--- config.mk ---
export PLATFORM = sky130hd
export DESIGN_NAME = flash_status_config_regs
export DESIGN_NICKNAME = d
export VERILOG_FILES = /design/src/pkg/flash_regs_pkg.sv /design/src/logic/flash_spi_link.sv /design/src/logic/flash_status_config_regs.sv
export SDC_FILE = /design/constraint.sdc
export NUM_CORES = 1
export LEC_CHECK = 0
export ABC_AREA = 1
export BUFFER_PORTS_ARGS = -buffer_cell sky130_fd_sc_hd__clkbuf_2
export CAP_MARGIN = 20
export CORE_MARGIN = 4
export CORE_UTILIZATION = 55
export CTS_CLUSTER_DIAMETER = 80
export CTS_CLUSTER_SIZE = 24
export DETAILED_ROUTE_END_ITERATION = 10
export HOLD_SLACK_MARGIN = 0.02
export PLACE_DENSITY = 0.73
export SYNTH_ARGS = -nofsm -noshare
export SYNTH_HDL_FRONTEND = slang
export SYNTH_HIERARCHICAL = 1
export SYNTH_SLANG_ARGS = --single-unit
--- constraint.sdc ---
create_clock -name clk -period 6.1 [get_ports clk]
set_clock_uncertainty 0.15 [all_clocks]
set_input_delay 0.305 -clock clk [delete_from_list [all_inputs] [get_ports clk]]
set_output_delay 0.305 -clock clk [all_outputs]
set_load 0.01 [all_outputs]
--- src/pkg/flash_regs_pkg.sv ---
/*
  shared constants and types of the flash status and configuration register bank:
  instruction codes, field layouts of the three registers, reset values and timing.
  assumes a 40 MHz system clock and a serial link sampled by that clock.
*/
`default_nettype none
package flash_regs_pkg;

  // instruction codes
  localparam logic [7:0] OP_READ_FIRST = 8'h05;
  localparam logic [7:0] OP_READ_SECOND = 8'h35;
  localparam logic [7:0] OP_READ_THIRD = 8'h15;
  localparam logic [7:0] OP_WRITE_FIRST = 8'h01;
  localparam logic [7:0] OP_WRITE_SECOND = 8'h31;
  localparam logic [7:0] OP_WRITE_THIRD = 8'h11;
  localparam logic [7:0] OP_WRITE_ENABLE = 8'h06;
  localparam logic [7:0] OP_WRITE_DISABLE = 8'h04;
  localparam logic [7:0] OP_SUSPEND = 8'h75;
  localparam logic [7:0] OP_RESUME = 8'h7a;
  localparam logic [7:0] OP_ENTER_QUAD = 8'h38;
  localparam logic [7:0] OP_EXIT_QUAD = 8'hff;
  localparam logic [7:0] OP_ENTER_WIDE_ADDR = 8'hb7;
  localparam logic [7:0] OP_EXIT_WIDE_ADDR = 8'he9;
  localparam logic [7:0] OP_PAGE_PROG = 8'h02;
  localparam logic [7:0] OP_QUAD_PAGE_PROG = 8'h32;
  localparam logic [7:0] OP_SECTOR_ERASE = 8'h20;
  localparam logic [7:0] OP_BLOCK32_ERASE = 8'h52;
  localparam logic [7:0] OP_BLOCK64_ERASE = 8'hd8;
  localparam logic [7:0] OP_CHIP_ERASE = 8'hc7;
  localparam logic [7:0] OP_SECURE_ERASE = 8'h44;
  localparam logic [7:0] OP_SECURE_PROG = 8'h42;
  localparam logic [7:0] OP_RESET_ENABLE = 8'h66;
  localparam logic [7:0] OP_RESET = 8'h99;

  // register-protect scheme encodings {hi, lo}
  localparam logic [1:0] PROT_SOFTWARE = 2'h0;
  localparam logic [1:0] PROT_HARDWARE = 2'h1;
  localparam logic [1:0] PROT_LOCKDOWN = 2'h2;

  // first register, bit 7 down to bit 0
  typedef struct packed {
    logic reg_protect_lo;
    logic top_bottom_select;
    logic block_protect_b3;
    logic block_protect_b2;
    logic block_protect_b1;
    logic block_protect_b0;
    logic write_enable_latch;
    logic busy;
  } status_first_t;

  // second register, bit 15 down to bit 8
  typedef struct packed {
    logic suspend_flag;
    logic protect_complement;
    logic secure_lock_3;
    logic secure_lock_2;
    logic secure_lock_1;
    logic spare_10;
    logic quad_enable;
    logic reg_protect_hi;
  } status_second_t;

  // third register, bit 23 down to bit 16
  typedef struct packed {
    logic hold_reset_select;
    logic drive_strength_hi;
    logic drive_strength_lo;
    logic spare_20;
    logic spare_19;
    logic protect_scheme_select;
    logic powerup_addr_mode;
    logic current_addr_mode;
  } status_third_t;

  typedef struct packed {
    status_third_t third;
    status_second_t second;
    status_first_t first;
  } status_all_t;

  // factory values
  localparam status_first_t FIRST_RESET = 8'h00;
  localparam status_second_t SECOND_RESET = 8'h00;
  localparam status_third_t THIRD_RESET = 8'h60;

  // events from the serial link front end
  typedef struct packed {
    logic frame_start;
    logic frame_end;
    logic aligned;
    logic byte_valid;
    logic [7:0] byte_data;
    logic hold_level;
  } link_ev_t;

  // idle pin levels {hold, data in, select, serial clock}
  localparam logic [3:0] LINK_IDLE = 4'ha;

  // internal operation time
  localparam int CLK_HZ = 40_000_000;
  localparam int BUSY_TIME_US = 50;
  localparam int BUSY_CYCLES = BUSY_TIME_US * (CLK_HZ / 1_000_000);
  localparam int BUSY_CNT_W = 12;

  // operation engine states, gray along idle, run, suspended
  typedef enum logic [1:0] {
    OP_IDLE = 2'h0,
    OP_RUN = 2'h1,
    OP_SUSP = 2'h3
  } op_state_t;

endpackage : flash_regs_pkg
`default_nettype wire

--- src/logic/flash_spi_link.sv ---
/*
  serial link front end: synchronises the pins, finds serial clock edges,
  assembles bytes msb first and shifts read data out on falling edges.
  assumes the serial clock runs at most at one eighth of clk.
*/
`default_nettype none
module flash_spi_link
  import flash_regs_pkg::*;
(
  // system
  input wire logic clk,
  input wire logic rst_n,
  // pins
  input wire logic sclk,
  input wire logic cs_n,
  input wire logic di,
  input wire logic hold_pin_n,
  output logic do_out,
  output logic do_oe,
  // block side
  input wire logic hold_enable,
  input wire logic tx_enable,
  input wire logic [7:0] tx_byte,
  output link_ev_t ev
);

  logic [3:0] meta_reg;
  logic [3:0] sync_reg;
  logic sclk_prev_reg;
  logic cs_prev_reg;
  logic [2:0] bit_cnt_reg;
  logic [6:0] shift_in_reg;
  logic [6:0] shift_out_reg;
  logic held;
  logic rise;
  logic fall;

  // two-stage synchroniser for all pins
  always_ff @(posedge clk)
  begin
    if (!rst_n)
    begin
      meta_reg <= LINK_IDLE;
      sync_reg <= LINK_IDLE;
      sclk_prev_reg <= 1'b0;
      cs_prev_reg <= 1'b1;
    end
    else
    begin
      meta_reg <= {hold_pin_n, di, cs_n, sclk};
      sync_reg <= meta_reg;
      sclk_prev_reg <= sync_reg[0];
      cs_prev_reg <= sync_reg[1];
    end
  end

  // hold pauses the link: clock edges are ignored and output floats
  assign held = hold_enable & ~sync_reg[3];
  assign rise = sync_reg[0] & ~sclk_prev_reg & ~sync_reg[1] & ~held;
  assign fall = ~sync_reg[0] & sclk_prev_reg & ~sync_reg[1] & ~held;

  // receive shifter and bit counter
  always_ff @(posedge clk)
  begin
    if (!rst_n)
    begin
      bit_cnt_reg <= 3'h0;
      shift_in_reg <= 7'h00;
    end
    else if (sync_reg[1])
      bit_cnt_reg <= 3'h0;
    else if (rise)
    begin
      bit_cnt_reg <= bit_cnt_reg + 3'h1;
      shift_in_reg <= {shift_in_reg[5:0], sync_reg[2]};
    end
  end

  // event pulses to the register bank
  always_ff @(posedge clk)
  begin
    if (!rst_n)
      ev <= '{hold_level: 1'b1, default: '0}; // hold pin idles high
    else
    begin
      ev.frame_start <= cs_prev_reg & ~sync_reg[1];
      ev.frame_end <= ~cs_prev_reg & sync_reg[1];
      ev.aligned <= (bit_cnt_reg == 3'h0);
      ev.byte_valid <= rise & (bit_cnt_reg == 3'h7);
      ev.byte_data <= {shift_in_reg, sync_reg[2]};
      ev.hold_level <= sync_reg[3];
    end
  end

  // transmit shifter, a new byte is taken at each byte boundary
  always_ff @(posedge clk)
  begin
    if (!rst_n)
    begin
      do_out <= 1'b0;
      do_oe <= 1'b0;
      shift_out_reg <= 7'h00;
    end
    else
    begin
      do_oe <= ~sync_reg[1] & tx_enable & ~held;
      if (fall)
      begin
        if (bit_cnt_reg == 3'h0)
        begin
          do_out <= tx_byte[7];
          shift_out_reg <= tx_byte[6:0];
        end
        else
        begin
          do_out <= shift_out_reg[6];
          shift_out_reg <= {shift_out_reg[5:0], 1'b0};
        end
      end
    end
  end

endmodule : flash_spi_link
`default_nettype wire

--- src/logic/flash_status_config_regs.sv ---
/*
  status and configuration register bank of a serial flash: three 8-bit registers
  read and written by serial instructions, with write protection, suspend,
  address mode and pin-function settings.
  assumes a 40 MHz clk, pins arriving from outside, and rst_n standing for power-up.
*/
`default_nettype none
module flash_status_config_regs
  import flash_regs_pkg::*;
(
  // system
  input wire logic clk,
  input wire logic rst_n,
  // serial pins
  input wire logic sclk,
  input wire logic cs_n,
  input wire logic io0_di,
  input wire logic wp_io2_n,
  input wire logic hold_io3_n,
  output logic io1_out,
  output logic io1_oe,
  // state toward the rest of the device
  output status_all_t status_out,
  output logic quad_instruction_mode,
  output logic block_locks_set
);

  link_ev_t ev;
  logic [1:0] wp_meta_reg;
  op_state_t op_state_reg;
  logic [BUSY_CNT_W-1:0] busy_cnt_reg;
  logic write_enable_latch_reg;
  logic current_addr_mode_reg;
  logic quad_instruction_mode_reg;
  logic reset_armed_reg;
  logic [7:0] opcode_reg;
  logic [1:0] byte_cnt_reg;
  logic [7:0] data1_reg;
  logic [7:0] data2_reg;
  logic frame_ok_reg;
  logic tx_enable_reg;
  logic [7:0] tx_byte_reg;
  status_first_t first_cfg_reg;
  status_second_t second_cfg_reg;
  status_third_t third_cfg_reg;
  status_first_t first_view;
  status_second_t second_view;
  status_third_t third_view;
  logic busy;
  logic exec;
  logic dev_reset;
  logic wp_high;
  logic write_allowed;
  logic is_array_op;
  logic start_op;
  logic cfg_write;
  logic [1:0] protect_mode;

  flash_spi_link u_link (
    .clk(clk),
    .rst_n(rst_n),
    .sclk(sclk),
    .cs_n(cs_n),
    .di(io0_di),
    .hold_pin_n(hold_io3_n),
    .do_out(io1_out),
    .do_oe(io1_oe),
    .hold_enable(~third_cfg_reg.hold_reset_select & ~second_cfg_reg.quad_enable),
    .tx_enable(tx_enable_reg),
    .tx_byte(tx_byte_reg),
    .ev(ev)
  );

  // protect pin synchroniser
  always_ff @(posedge clk)
  begin
    if (!rst_n)
      wp_meta_reg <= 2'h3;
    else
      wp_meta_reg <= {wp_meta_reg[0], wp_io2_n};
  end

  // live view of the registers with the read-only bits filled in
  always_comb
  begin
    first_view = first_cfg_reg;
    first_view.busy = busy;
    first_view.write_enable_latch = write_enable_latch_reg;
    second_view = second_cfg_reg;
    second_view.suspend_flag = (op_state_reg == OP_SUSP);
    second_view.spare_10 = 1'b0;
    third_view = third_cfg_reg;
    third_view.current_addr_mode = current_addr_mode_reg;
    third_view.spare_19 = 1'b0;
    third_view.spare_20 = 1'b0;
  end

  assign busy = (op_state_reg == OP_RUN);
  assign protect_mode = {second_cfg_reg.reg_protect_hi, first_cfg_reg.reg_protect_lo};
  // with quad enable set the protect pin is a data line and never blocks
  assign wp_high = wp_meta_reg[1] | second_cfg_reg.quad_enable;
  // register writes need the latch and a permitting scheme
  assign write_allowed = write_enable_latch_reg &
    ((protect_mode == PROT_SOFTWARE) |
     ((protect_mode == PROT_HARDWARE) & wp_high));
  // a frame is executed at its end when it finished on a byte boundary
  assign exec = ev.frame_end & ev.aligned & frame_ok_reg & (byte_cnt_reg != 2'h0);
  assign is_array_op = (opcode_reg == OP_PAGE_PROG) | (opcode_reg == OP_QUAD_PAGE_PROG) |
    (opcode_reg == OP_SECTOR_ERASE) | (opcode_reg == OP_BLOCK32_ERASE) |
    (opcode_reg == OP_BLOCK64_ERASE) | (opcode_reg == OP_CHIP_ERASE) |
    (opcode_reg == OP_SECURE_ERASE) | (opcode_reg == OP_SECURE_PROG);
  // no register write while an operation runs or is suspended, so busy follows it unless dev_reset comes in the same cycle
  assign cfg_write = exec & write_allowed & (byte_cnt_reg >= 2'h2) & (op_state_reg == OP_IDLE) &
    ((opcode_reg == OP_WRITE_FIRST) | (opcode_reg == OP_WRITE_SECOND) | (opcode_reg == OP_WRITE_THIRD));
  assign start_op = cfg_write |
    (exec & is_array_op & write_enable_latch_reg & (op_state_reg == OP_IDLE));
  // software reset pair, or the shared pin as reset input
  assign dev_reset = (exec & reset_armed_reg & (opcode_reg == OP_RESET)) |
    (third_cfg_reg.hold_reset_select & ~second_cfg_reg.quad_enable & ~ev.hold_level);

  // frame decode: opcode, byte count, data bytes
  always_ff @(posedge clk)
  begin
    if (!rst_n)
    begin
      opcode_reg <= 8'h00;
      byte_cnt_reg <= 2'h0;
      data1_reg <= 8'h00;
      data2_reg <= 8'h00;
      frame_ok_reg <= 1'b0;
    end
    else if (ev.frame_start)
      byte_cnt_reg <= 2'h0;
    else if (ev.byte_valid)
    begin
      if (byte_cnt_reg != 2'h3)
        byte_cnt_reg <= byte_cnt_reg + 2'h1;
      if (byte_cnt_reg == 2'h0)
      begin
        opcode_reg <= ev.byte_data;
        frame_ok_reg <= ~busy | (ev.byte_data == OP_READ_FIRST) | (ev.byte_data == OP_READ_SECOND) |
          (ev.byte_data == OP_READ_THIRD) | (ev.byte_data == OP_SUSPEND);
      end
      else if (byte_cnt_reg == 2'h1)
        data1_reg <= ev.byte_data;
      else if (byte_cnt_reg == 2'h2)
        data2_reg <= ev.byte_data;
    end
  end

  // read data: the addressed register repeats for as long as the frame runs
  always_ff @(posedge clk)
  begin
    if (!rst_n)
    begin
      tx_enable_reg <= 1'b0;
      tx_byte_reg <= 8'h00;
    end
    else if (ev.frame_start)
      tx_enable_reg <= 1'b0;
    else if (ev.byte_valid)
    begin
      case ((byte_cnt_reg == 2'h0) ? ev.byte_data : opcode_reg)
        OP_READ_FIRST:
        begin
          tx_enable_reg <= 1'b1;
          tx_byte_reg <= first_view;
        end
        OP_READ_SECOND:
        begin
          tx_enable_reg <= 1'b1;
          tx_byte_reg <= second_view;
        end
        OP_READ_THIRD:
        begin
          tx_enable_reg <= 1'b1;
          tx_byte_reg <= third_view;
        end
        default:
          tx_enable_reg <= 1'b0;
      endcase
    end
  end

  // operation engine: run timer, suspend and resume
  always_ff @(posedge clk)
  begin
    if (!rst_n || dev_reset)
    begin
      op_state_reg <= OP_IDLE;
      busy_cnt_reg <= '0;
    end
    else
    begin
      case (op_state_reg)
        OP_IDLE:
          if (start_op)
          begin
            op_state_reg <= OP_RUN;
            busy_cnt_reg <= BUSY_CNT_W'(BUSY_CYCLES);
          end
        OP_RUN:
          if (exec && opcode_reg == OP_SUSPEND)
            op_state_reg <= OP_SUSP;
          else if (busy_cnt_reg <= BUSY_CNT_W'(1))
            op_state_reg <= OP_IDLE;
          else
            busy_cnt_reg <= busy_cnt_reg - BUSY_CNT_W'(1);
        OP_SUSP:
          if (exec && opcode_reg == OP_RESUME)
            op_state_reg <= OP_RUN;
        default:
          op_state_reg <= OP_IDLE;
      endcase
    end
  end

  // write enable latch
  always_ff @(posedge clk)
  begin
    if (!rst_n || dev_reset)
      write_enable_latch_reg <= 1'b0;
    else if (start_op || (exec && opcode_reg == OP_WRITE_DISABLE))
      write_enable_latch_reg <= 1'b0;
    else if (exec && opcode_reg == OP_WRITE_ENABLE)
      write_enable_latch_reg <= 1'b1;
  end

  // retained configuration bits, loaded with factory values at power-up
  always_ff @(posedge clk)
  begin
    if (!rst_n)
    begin
      first_cfg_reg <= FIRST_RESET;
      second_cfg_reg <= SECOND_RESET;
      third_cfg_reg <= THIRD_RESET;
    end
    else if (cfg_write)
    begin
      if (opcode_reg == OP_WRITE_FIRST)
      begin
        // busy and latch positions are dropped from the written byte
        first_cfg_reg.block_protect_b0 <= data1_reg[2];
        first_cfg_reg.block_protect_b1 <= data1_reg[3];
        first_cfg_reg.block_protect_b2 <= data1_reg[4];
        first_cfg_reg.block_protect_b3 <= data1_reg[5];
        first_cfg_reg.top_bottom_select <= data1_reg[6];
        first_cfg_reg.reg_protect_lo <= data1_reg[7];
      end
      if ((opcode_reg == OP_WRITE_SECOND) || (opcode_reg == OP_WRITE_FIRST && byte_cnt_reg == 2'h3))
      begin
        second_cfg_reg.reg_protect_hi <= (opcode_reg == OP_WRITE_SECOND) ? data1_reg[0] : data2_reg[0];
        second_cfg_reg.quad_enable <= ((opcode_reg == OP_WRITE_SECOND) ? data1_reg[1] : data2_reg[1]) |
          quad_instruction_mode_reg;
        second_cfg_reg.secure_lock_1 <= second_cfg_reg.secure_lock_1 |
          ((opcode_reg == OP_WRITE_SECOND) ? data1_reg[3] : data2_reg[3]);
        second_cfg_reg.secure_lock_2 <= second_cfg_reg.secure_lock_2 |
          ((opcode_reg == OP_WRITE_SECOND) ? data1_reg[4] : data2_reg[4]);
        second_cfg_reg.secure_lock_3 <= second_cfg_reg.secure_lock_3 |
          ((opcode_reg == OP_WRITE_SECOND) ? data1_reg[5] : data2_reg[5]);
        second_cfg_reg.protect_complement <= (opcode_reg == OP_WRITE_SECOND) ? data1_reg[6] : data2_reg[6];
      end
      if (opcode_reg == OP_WRITE_THIRD)
      begin
        third_cfg_reg.powerup_addr_mode <= data1_reg[1];
        third_cfg_reg.protect_scheme_select <= data1_reg[2];
        third_cfg_reg.drive_strength_lo <= data1_reg[5];
        third_cfg_reg.drive_strength_hi <= data1_reg[6];
        third_cfg_reg.hold_reset_select <= data1_reg[7];
      end
    end
  end

  // address mode and quad instruction mode
  always_ff @(posedge clk)
  begin
    if (!rst_n)
    begin
      current_addr_mode_reg <= 1'b0;
      quad_instruction_mode_reg <= 1'b0;
    end
    else if (dev_reset)
    begin
      current_addr_mode_reg <= third_cfg_reg.powerup_addr_mode;
      quad_instruction_mode_reg <= 1'b0;
    end
    else if (exec)
    begin
      if (opcode_reg == OP_ENTER_WIDE_ADDR)
        current_addr_mode_reg <= 1'b1;
      else if (opcode_reg == OP_EXIT_WIDE_ADDR)
        current_addr_mode_reg <= 1'b0;
      else if (opcode_reg == OP_ENTER_QUAD && second_cfg_reg.quad_enable)
        quad_instruction_mode_reg <= 1'b1;
      else if (opcode_reg == OP_EXIT_QUAD)
        quad_instruction_mode_reg <= 1'b0;
    end
  end

  // software reset needs the enable instruction in the frame just before
  always_ff @(posedge clk)
  begin
    if (!rst_n)
      reset_armed_reg <= 1'b0;
    else if (exec)
      reset_armed_reg <= (opcode_reg == OP_RESET_ENABLE);
  end

  // registered outputs; per-block locks are all set after any reset
  always_ff @(posedge clk)
  begin
    if (!rst_n)
    begin
      status_out <= {THIRD_RESET, SECOND_RESET, FIRST_RESET};
      quad_instruction_mode <= 1'b0;
      block_locks_set <= 1'b1;
    end
    else
    begin
      status_out <= {third_view, second_view, first_view};
      quad_instruction_mode <= quad_instruction_mode_reg;
      block_locks_set <= dev_reset;
    end
  end
endmodule : flash_status_config_regs
`default_nettype wire

Word level (Yosys, flattened, before mapping)

Index checks and enable logic that the tools add are counted.

Input port bits: 7
Output and inout bits: 28
Word-level logic and storage cells: 249
Register bits: 140

Bitwise operators: 66
Magnitude comparators: 2
Mux-type cells: 26
Add/subtract/negate cells: 3
Reductions and logical operators: 39
Equality and inequality tests: 41

Operators by type and width:

| kind                                                                   | count |
|---|---|
| 8-bit by 7-bit == test with 1-bit output, second input constant        | 7 |
| 8-bit by 6-bit == test with 1-bit output, second input constant        | 6 |
| 8-bit == test, second input constant                                   | 6 |
| 12-bit two-way mux                                                     | 3 |
| 8-bit by 3-bit == test with 1-bit output, second input constant        | 4 |
| 1-bit bitwise AND                                                      | 29 |
| 8-bit by 5-bit == test with 1-bit output, second input constant        | 3 |
| 12-bit case mux with 2 select lines                                    | 1 |
| 8-bit case mux with 3 select lines                                     | 1 |
| 1-bit OR                                                               | 21 |
| 1-bit inverter                                                         | 16 |
| 1-bit two-way mux                                                      | 14 |
| 2-bit AND reduction                                                    | 7 |
| 12-bit by 1-bit <= comparator with 1-bit output, second input constant | 1 |
| 4-bit AND reduction                                                    | 3 |
| 12-bit by 1-bit subtractor with 12-bit output, second input constant   | 1 |
| 3-bit AND reduction                                                    | 3 |
| 8-bit by 1-bit == test with 1-bit output, second input constant        | 1 |
| 8-bit by 2-bit == test with 1-bit output, second input constant        | 1 |
| 2-bit two-way mux                                                      | 4 |
| 8-bit two-way mux                                                      | 1 |
| 2-bit inequality test, second input constant                           | 4 |
| 2-bit nonzero test                                                     | 4 |
| 2-bit OR reduction                                                     | 4 |
| other kinds (18)                                                       | 32 |

Logic depth before layout (Yosys ltp)

Depth in word-level cells: 14
Mapped depth: 13
Depth with buffers taken out: 13

Modules after synthesis

Netlist, hierarchy kept.

Modules (own cells, without submodules):

| module                   | area an instance (um^2) | instances | sequential area each (um^2) | cells an instance |
|---|---|---|---|---|
| flash_status_config_regs | 4369.2                  | 1         | 1881.8                      | 618 |
| flash_spi_link           | 1631.6                  | 1         | 840.8                       | 223 |

Worst setup path before layout

Ideal clock, no wire load.

Path kind: reg-to-reg
Start: register byte_cnt_reg[0]
End: register busy_cnt_reg[5]
Clock period less this slack: 2.011 ns
Path buffers: 1
Cell stages (with the launch flop): 14
Setup time: 0.132 ns
Arrival time: 1.729 ns
Path slack: 4.089 ns
Data required time: 5.818 ns
Cells stage by stage: dfxtp_1 > inv_1 > ha_1 > nor2_4 > inv_2 > nor2_1 > nand2_1 > inv_2 > o21ai_4 > nand3_4 > nand2_2 > buf_4 > nand2_1 > a21oi_1

Cells in the longest elaborated chain, start to end: 9
Elaborated cells between the ends (all ways): 19
Classes of those cells: 1 x order compare; 2 x eq/ne; 12 x bitwise; 4 x reduce/logical

RTL lines:

| element                         | RTL line                        | RTL |
|---|---|---|
| start: declaration              | flash_status_config_regs.sv:37  | `logic [1:0] byte_cnt_reg;` |
| start signal: assignment        | flash_status_config_regs.sv:137 | `byte_cnt_reg <= byte_cnt_reg + 2'h1;` |
| 2-bit nonzero test              | flash_status_config_regs.sv:107 | `assign exec = ev.frame_end & ev.aligned & frame_ok_reg & (byte_cnt_reg != 2'h0);` |
| 1-bit bitwise AND               | flash_status_config_regs.sv:107 |  |
| 1-bit bitwise AND (4 in a row)  | flash_status_config_regs.sv:113 | `assign cfg_write = exec & write_allowed & (byte_cnt_reg >= 2'h2) & (op_state_reg == OP_IDLE) &` |
| 1-bit OR                        | flash_status_config_regs.sv:115 | `assign start_op = cfg_write \|` |
| 2-bit inequality test (no line) | --                              |  |
| 4-bit AND reduction (no line)   | --                              |  |
| end signal: assignment          | flash_status_config_regs.sv:200 | `busy_cnt_reg <= BUSY_CNT_W'(BUSY_CYCLES);` |
| end signal: assignment          | flash_status_config_regs.sv:208 | `busy_cnt_reg <= busy_cnt_reg - BUSY_CNT_W'(1);` |
| end: declaration                | flash_status_config_regs.sv:31  | `logic [BUSY_CNT_W-1:0] busy_cnt_reg;` |

Parallel ways exist; a longest one is shown, timed or not.
A chain may end at the register's enable or synchronous reset.

Worst setup path in the final report

Start: register byte_cnt_reg[1]
End: register first_cfg_reg[5] (netlist name)

Cells in the longest elaborated chain, start to end: 7
Elaborated cells between the ends (all ways): 8
Classes of those cells: 1 x order compare; 5 x bitwise; 2 x reduce/logical

RTL lines:

| element                            | RTL line                        | RTL |
|---|---|---|
| 2-bit nonzero test                 | flash_status_config_regs.sv:107 |  |
| 1-bit bitwise AND                  | flash_status_config_regs.sv:107 |  |
| 1-bit bitwise AND                  | flash_status_config_regs.sv:113 |  |
| 1-bit bitwise AND (*) (3 in a row) | flash_status_config_regs.sv:113 |  |
| 2-bit AND reduction (no line) (*)  | --                              |  |
| end: declaration                   | flash_status_config_regs.sv:43  | `status_first_t first_cfg_reg;` |

Mark *: on every way between the ends. The rest lies on a longest branch, timed or not.

==> impl_metrics.py <==
metrics = {
    "cts": {
        "ctsRootBufferMaster": "clkbuf_8",
        "hold_buffers": 6,
        "cts_resized": 0,
        "clock_tree.buffer_depth": 2,
        "cts_tree": "built",
        "numCtsBuffers": 17,
        "clock_latency_ns": 0.54,
        "clock_sinks": 136,
        "post_cts_buffers": 0,
        "clkTransAtPathRegs_ns": 0.06,
        "htree_levels": 4,
    },
    "floorplanning": {
        "die_area_sq_um": 12600,
        "die_y_um": 112,
        "rows": 37,
        "die_w_um": 112,
        "initial_utilization": 0.574,
        "core_region_area_sq_um": 10500,
        "boundaryPins": 35,
    },
    "route": {
        "viasPerCell": 5.17,
        "ant_nets": 0,
        "detail_route.first_pass.iterations": 7,
        "drcViolationCount": 0,
        "vias": 5282,
        "post_drt_wl_per_cell_um": 14.6,
        "first_iter_violations": 441,
        "routed_wl_um": 14900,
    },
    "timing": {
        "fin_crit_sh": 0.409,
        "slew_violations": 0,
        "rsz0062_at_grt": "no",
        "slew_headroom": 0.420,
        "hold_viol": 0,
        "fin_setup_tns_ns": 0,
        "max_freq_mhz": 400,
        "finalSetupViolations": 0,
        "worst_pin_slew_ns": 0.869,
        "period_minus_slack_ns": 2.50,
    },
    "setup_path": {
        "cp_max_fo": 12,
        "r2r_start": "byte_cnt_reg[1]",
        "rr_endpoint": "first_cfg_reg[5]",
        "crit_required_ns": 6.40,
        "crit_type": "flip-flop to flip-flop",
        "arrival_ns": 2.80,
        "reg2regPathDepth": 11,
        "endpoint_kind": "flip-flop",
        "r2r_slack_ns": 3.60,
        "start_kind": "flip-flop",
    },
    "layout": {
        "fin_nets": 895,
        "diodes": 0,
        "multi_input_area_sq_um": 2670,
        "largest_register_ffs": 21,
        "fill_cells": 975,
        "final-seq-area_sq_um": 2720,
        "design_area_sq_um": 6850,
        "layout_common_cells": "nand2_1, dfxtp_1, nor2_1, inv_1, nand3_1",
        "final_common_cell": "nand2_1",
        "drive_gt1_frac": 0.126,
        "area_growth_pct": 14.1,
    },
    "grt": {
        "grt_pass1_vias": 5146,
        "antenna_found_initial": 0,
        "grt_max_degree": 74,
        "grt_pass1_wl_um": 25000,
        "grt-ovfl-total": 0,
        "grtUsageTotal": 0.248,
    },
    "worst_hold_path": {
        "hold_depth": 2,
        "worstHoldEndpoint": "u_link/sync_reg[2]",
        "min-delay-start": "u_link/meta_reg[2]",
        "hold_class": "flip-flop to flip-flop",
    },
    "synthesis": {
        "yosys_warnings": 6,
        "synth.top_cell.area_share": 0.454,
        "synth_edf_count": 0,
        "async_reset_ff_frac": 0,
        "yosys_register_bits": 136,
        "synth_top_family_by_area": "simple AND/OR/NAND/NOR gates",
        "yosysSeqAreaShare": 0.454,
        "synth-xor-area-share": 0.00438,
        "synth_area_leaders": "dfxtp_1, nand2_1, nor2_1",
        "synth-compound-area-share": 0.0990,
        "muxShareOfSynthArea": 0,
        "netlist_area_sq_um": 6000,
        "ys_types": 36,
        "ys.flop_type": "dfxtp_1",
        "synthCells": 841,
        "synthAdderAreaFrac": 0.0292,
        "syn_avg_cell_area_sq_um": 7.14,
        "yosys.area_share.simple": 0.311,
        "yosysTopAreaCell": "dfxtp_1",
    },
    "placed_design": {
        "place.gp.congestion": 0.988,
        "hpwlAfterDp_um": 10600,
        "dpl_cell_area_sq_um": 6210,
        "numPortBuffers": 31,
    },
    "status": {
        "status": "completed",
    },
    "flow_run": {
        "max_cap_violations": 0,
    },
    "power": {
        "ir_drop_v": 0.000226,
        "power.density_nw_per_um2": 282,
        "p_leak_uw": 0.00327,
    },
}
-- where the power goes --
group	internal, uW	total (uW)	switching, uW
clock	639	1000	363
combinational	10.3	34.7	24.4
sequential	895	898	3.24
total	1540	1930	390
-- synthesized netlist by cell type (5+ instances only) --
cell type  number
dfxtp_1       136
nor2_1        119
buf_4           7
or2_2          15
ha_1           14
inv_2          12
a21oi_1        42
o21ai_0        38
nand2_2         5
nand2_1       200
nand3_1        47
a211oi_1        9
nand4_1        16
clkbuf_1       16
nor2_2          7
inv_1         114
nor3_1         10
-- area by class of cell --
type	count	area share
inverter	126	0.0691
sequential	136	0.398
multi-input combinational	554	0.391
tap	136	0.0249
timing repair buffer	39	0.0336
clock buffer	22	0.0662
clock inverter	9	0.0181
-- layer usage --
metal | GRT usage | wire (um) | up-vias
met5 | 0 | 0 | -
met3 | 0.0695 | 1090 | 19
met2 | 0.404 | 6990 | 191
met4 | 0.0785 | 193 | 0
li1 | - | - | 2699
met1 | 0.319 | 6650 | 2373
-- stage by stage --
step	hold slack, ns	power (uW)	utilization	instances	setup slack, ns
global route	0.280	2000	0.654	1022	3.39
detailed placement	0.254	948	0.594	985	3.66
CTS	0.267	1950	0.654	1022	3.66
floorplan	0.240	941	-	843	4.09
global placement	0.244	947	0.594	985	3.75
finish	0.266	1930	0.654	1022	3.60
-- worst max-delay path, stage by stage, from the launching register on --
cell and delay [ns]:
dfxtp_1 0.43, inv_1 0.12, ha_1 0.31, nor2_4 0.23, inv_2 0.11, nor2_1 0.13, nand2_1 0.10, inv_2 0.09
o21ai_4 0.08, nor2_2 0.38, nor2_1 0.12, a211oi_2 0.17
-- cell families after synthesis --
| logic type | after synthesis |
|---|---|
| compound gates | 104 |
| xor+xnor | 3 |
| fa+ha+maj | 14 |
| buf+inv | 153 |
| flops | 136 |
| other cells | 1 |
| simple gates | 430 |
-- worst max-delay path by stage --
stage	from	to	slack (ns)	cells after the start
global placement	byte_cnt_reg[0]	tx_byte_reg[3]	3.75	10
CTS	byte_cnt_reg[1]	first_cfg_reg[7]	3.66	11
floorplan	byte_cnt_reg[0]	busy_cnt_reg[5]	4.09	13
finish	byte_cnt_reg[1]	first_cfg_reg[5]	3.60	11
global route	byte_cnt_reg[0]	first_cfg_reg[2]	3.39	11
detailed placement	byte_cnt_reg[1]	first_cfg_reg[7]	3.66	11
(Power assumes the default switching activity.)
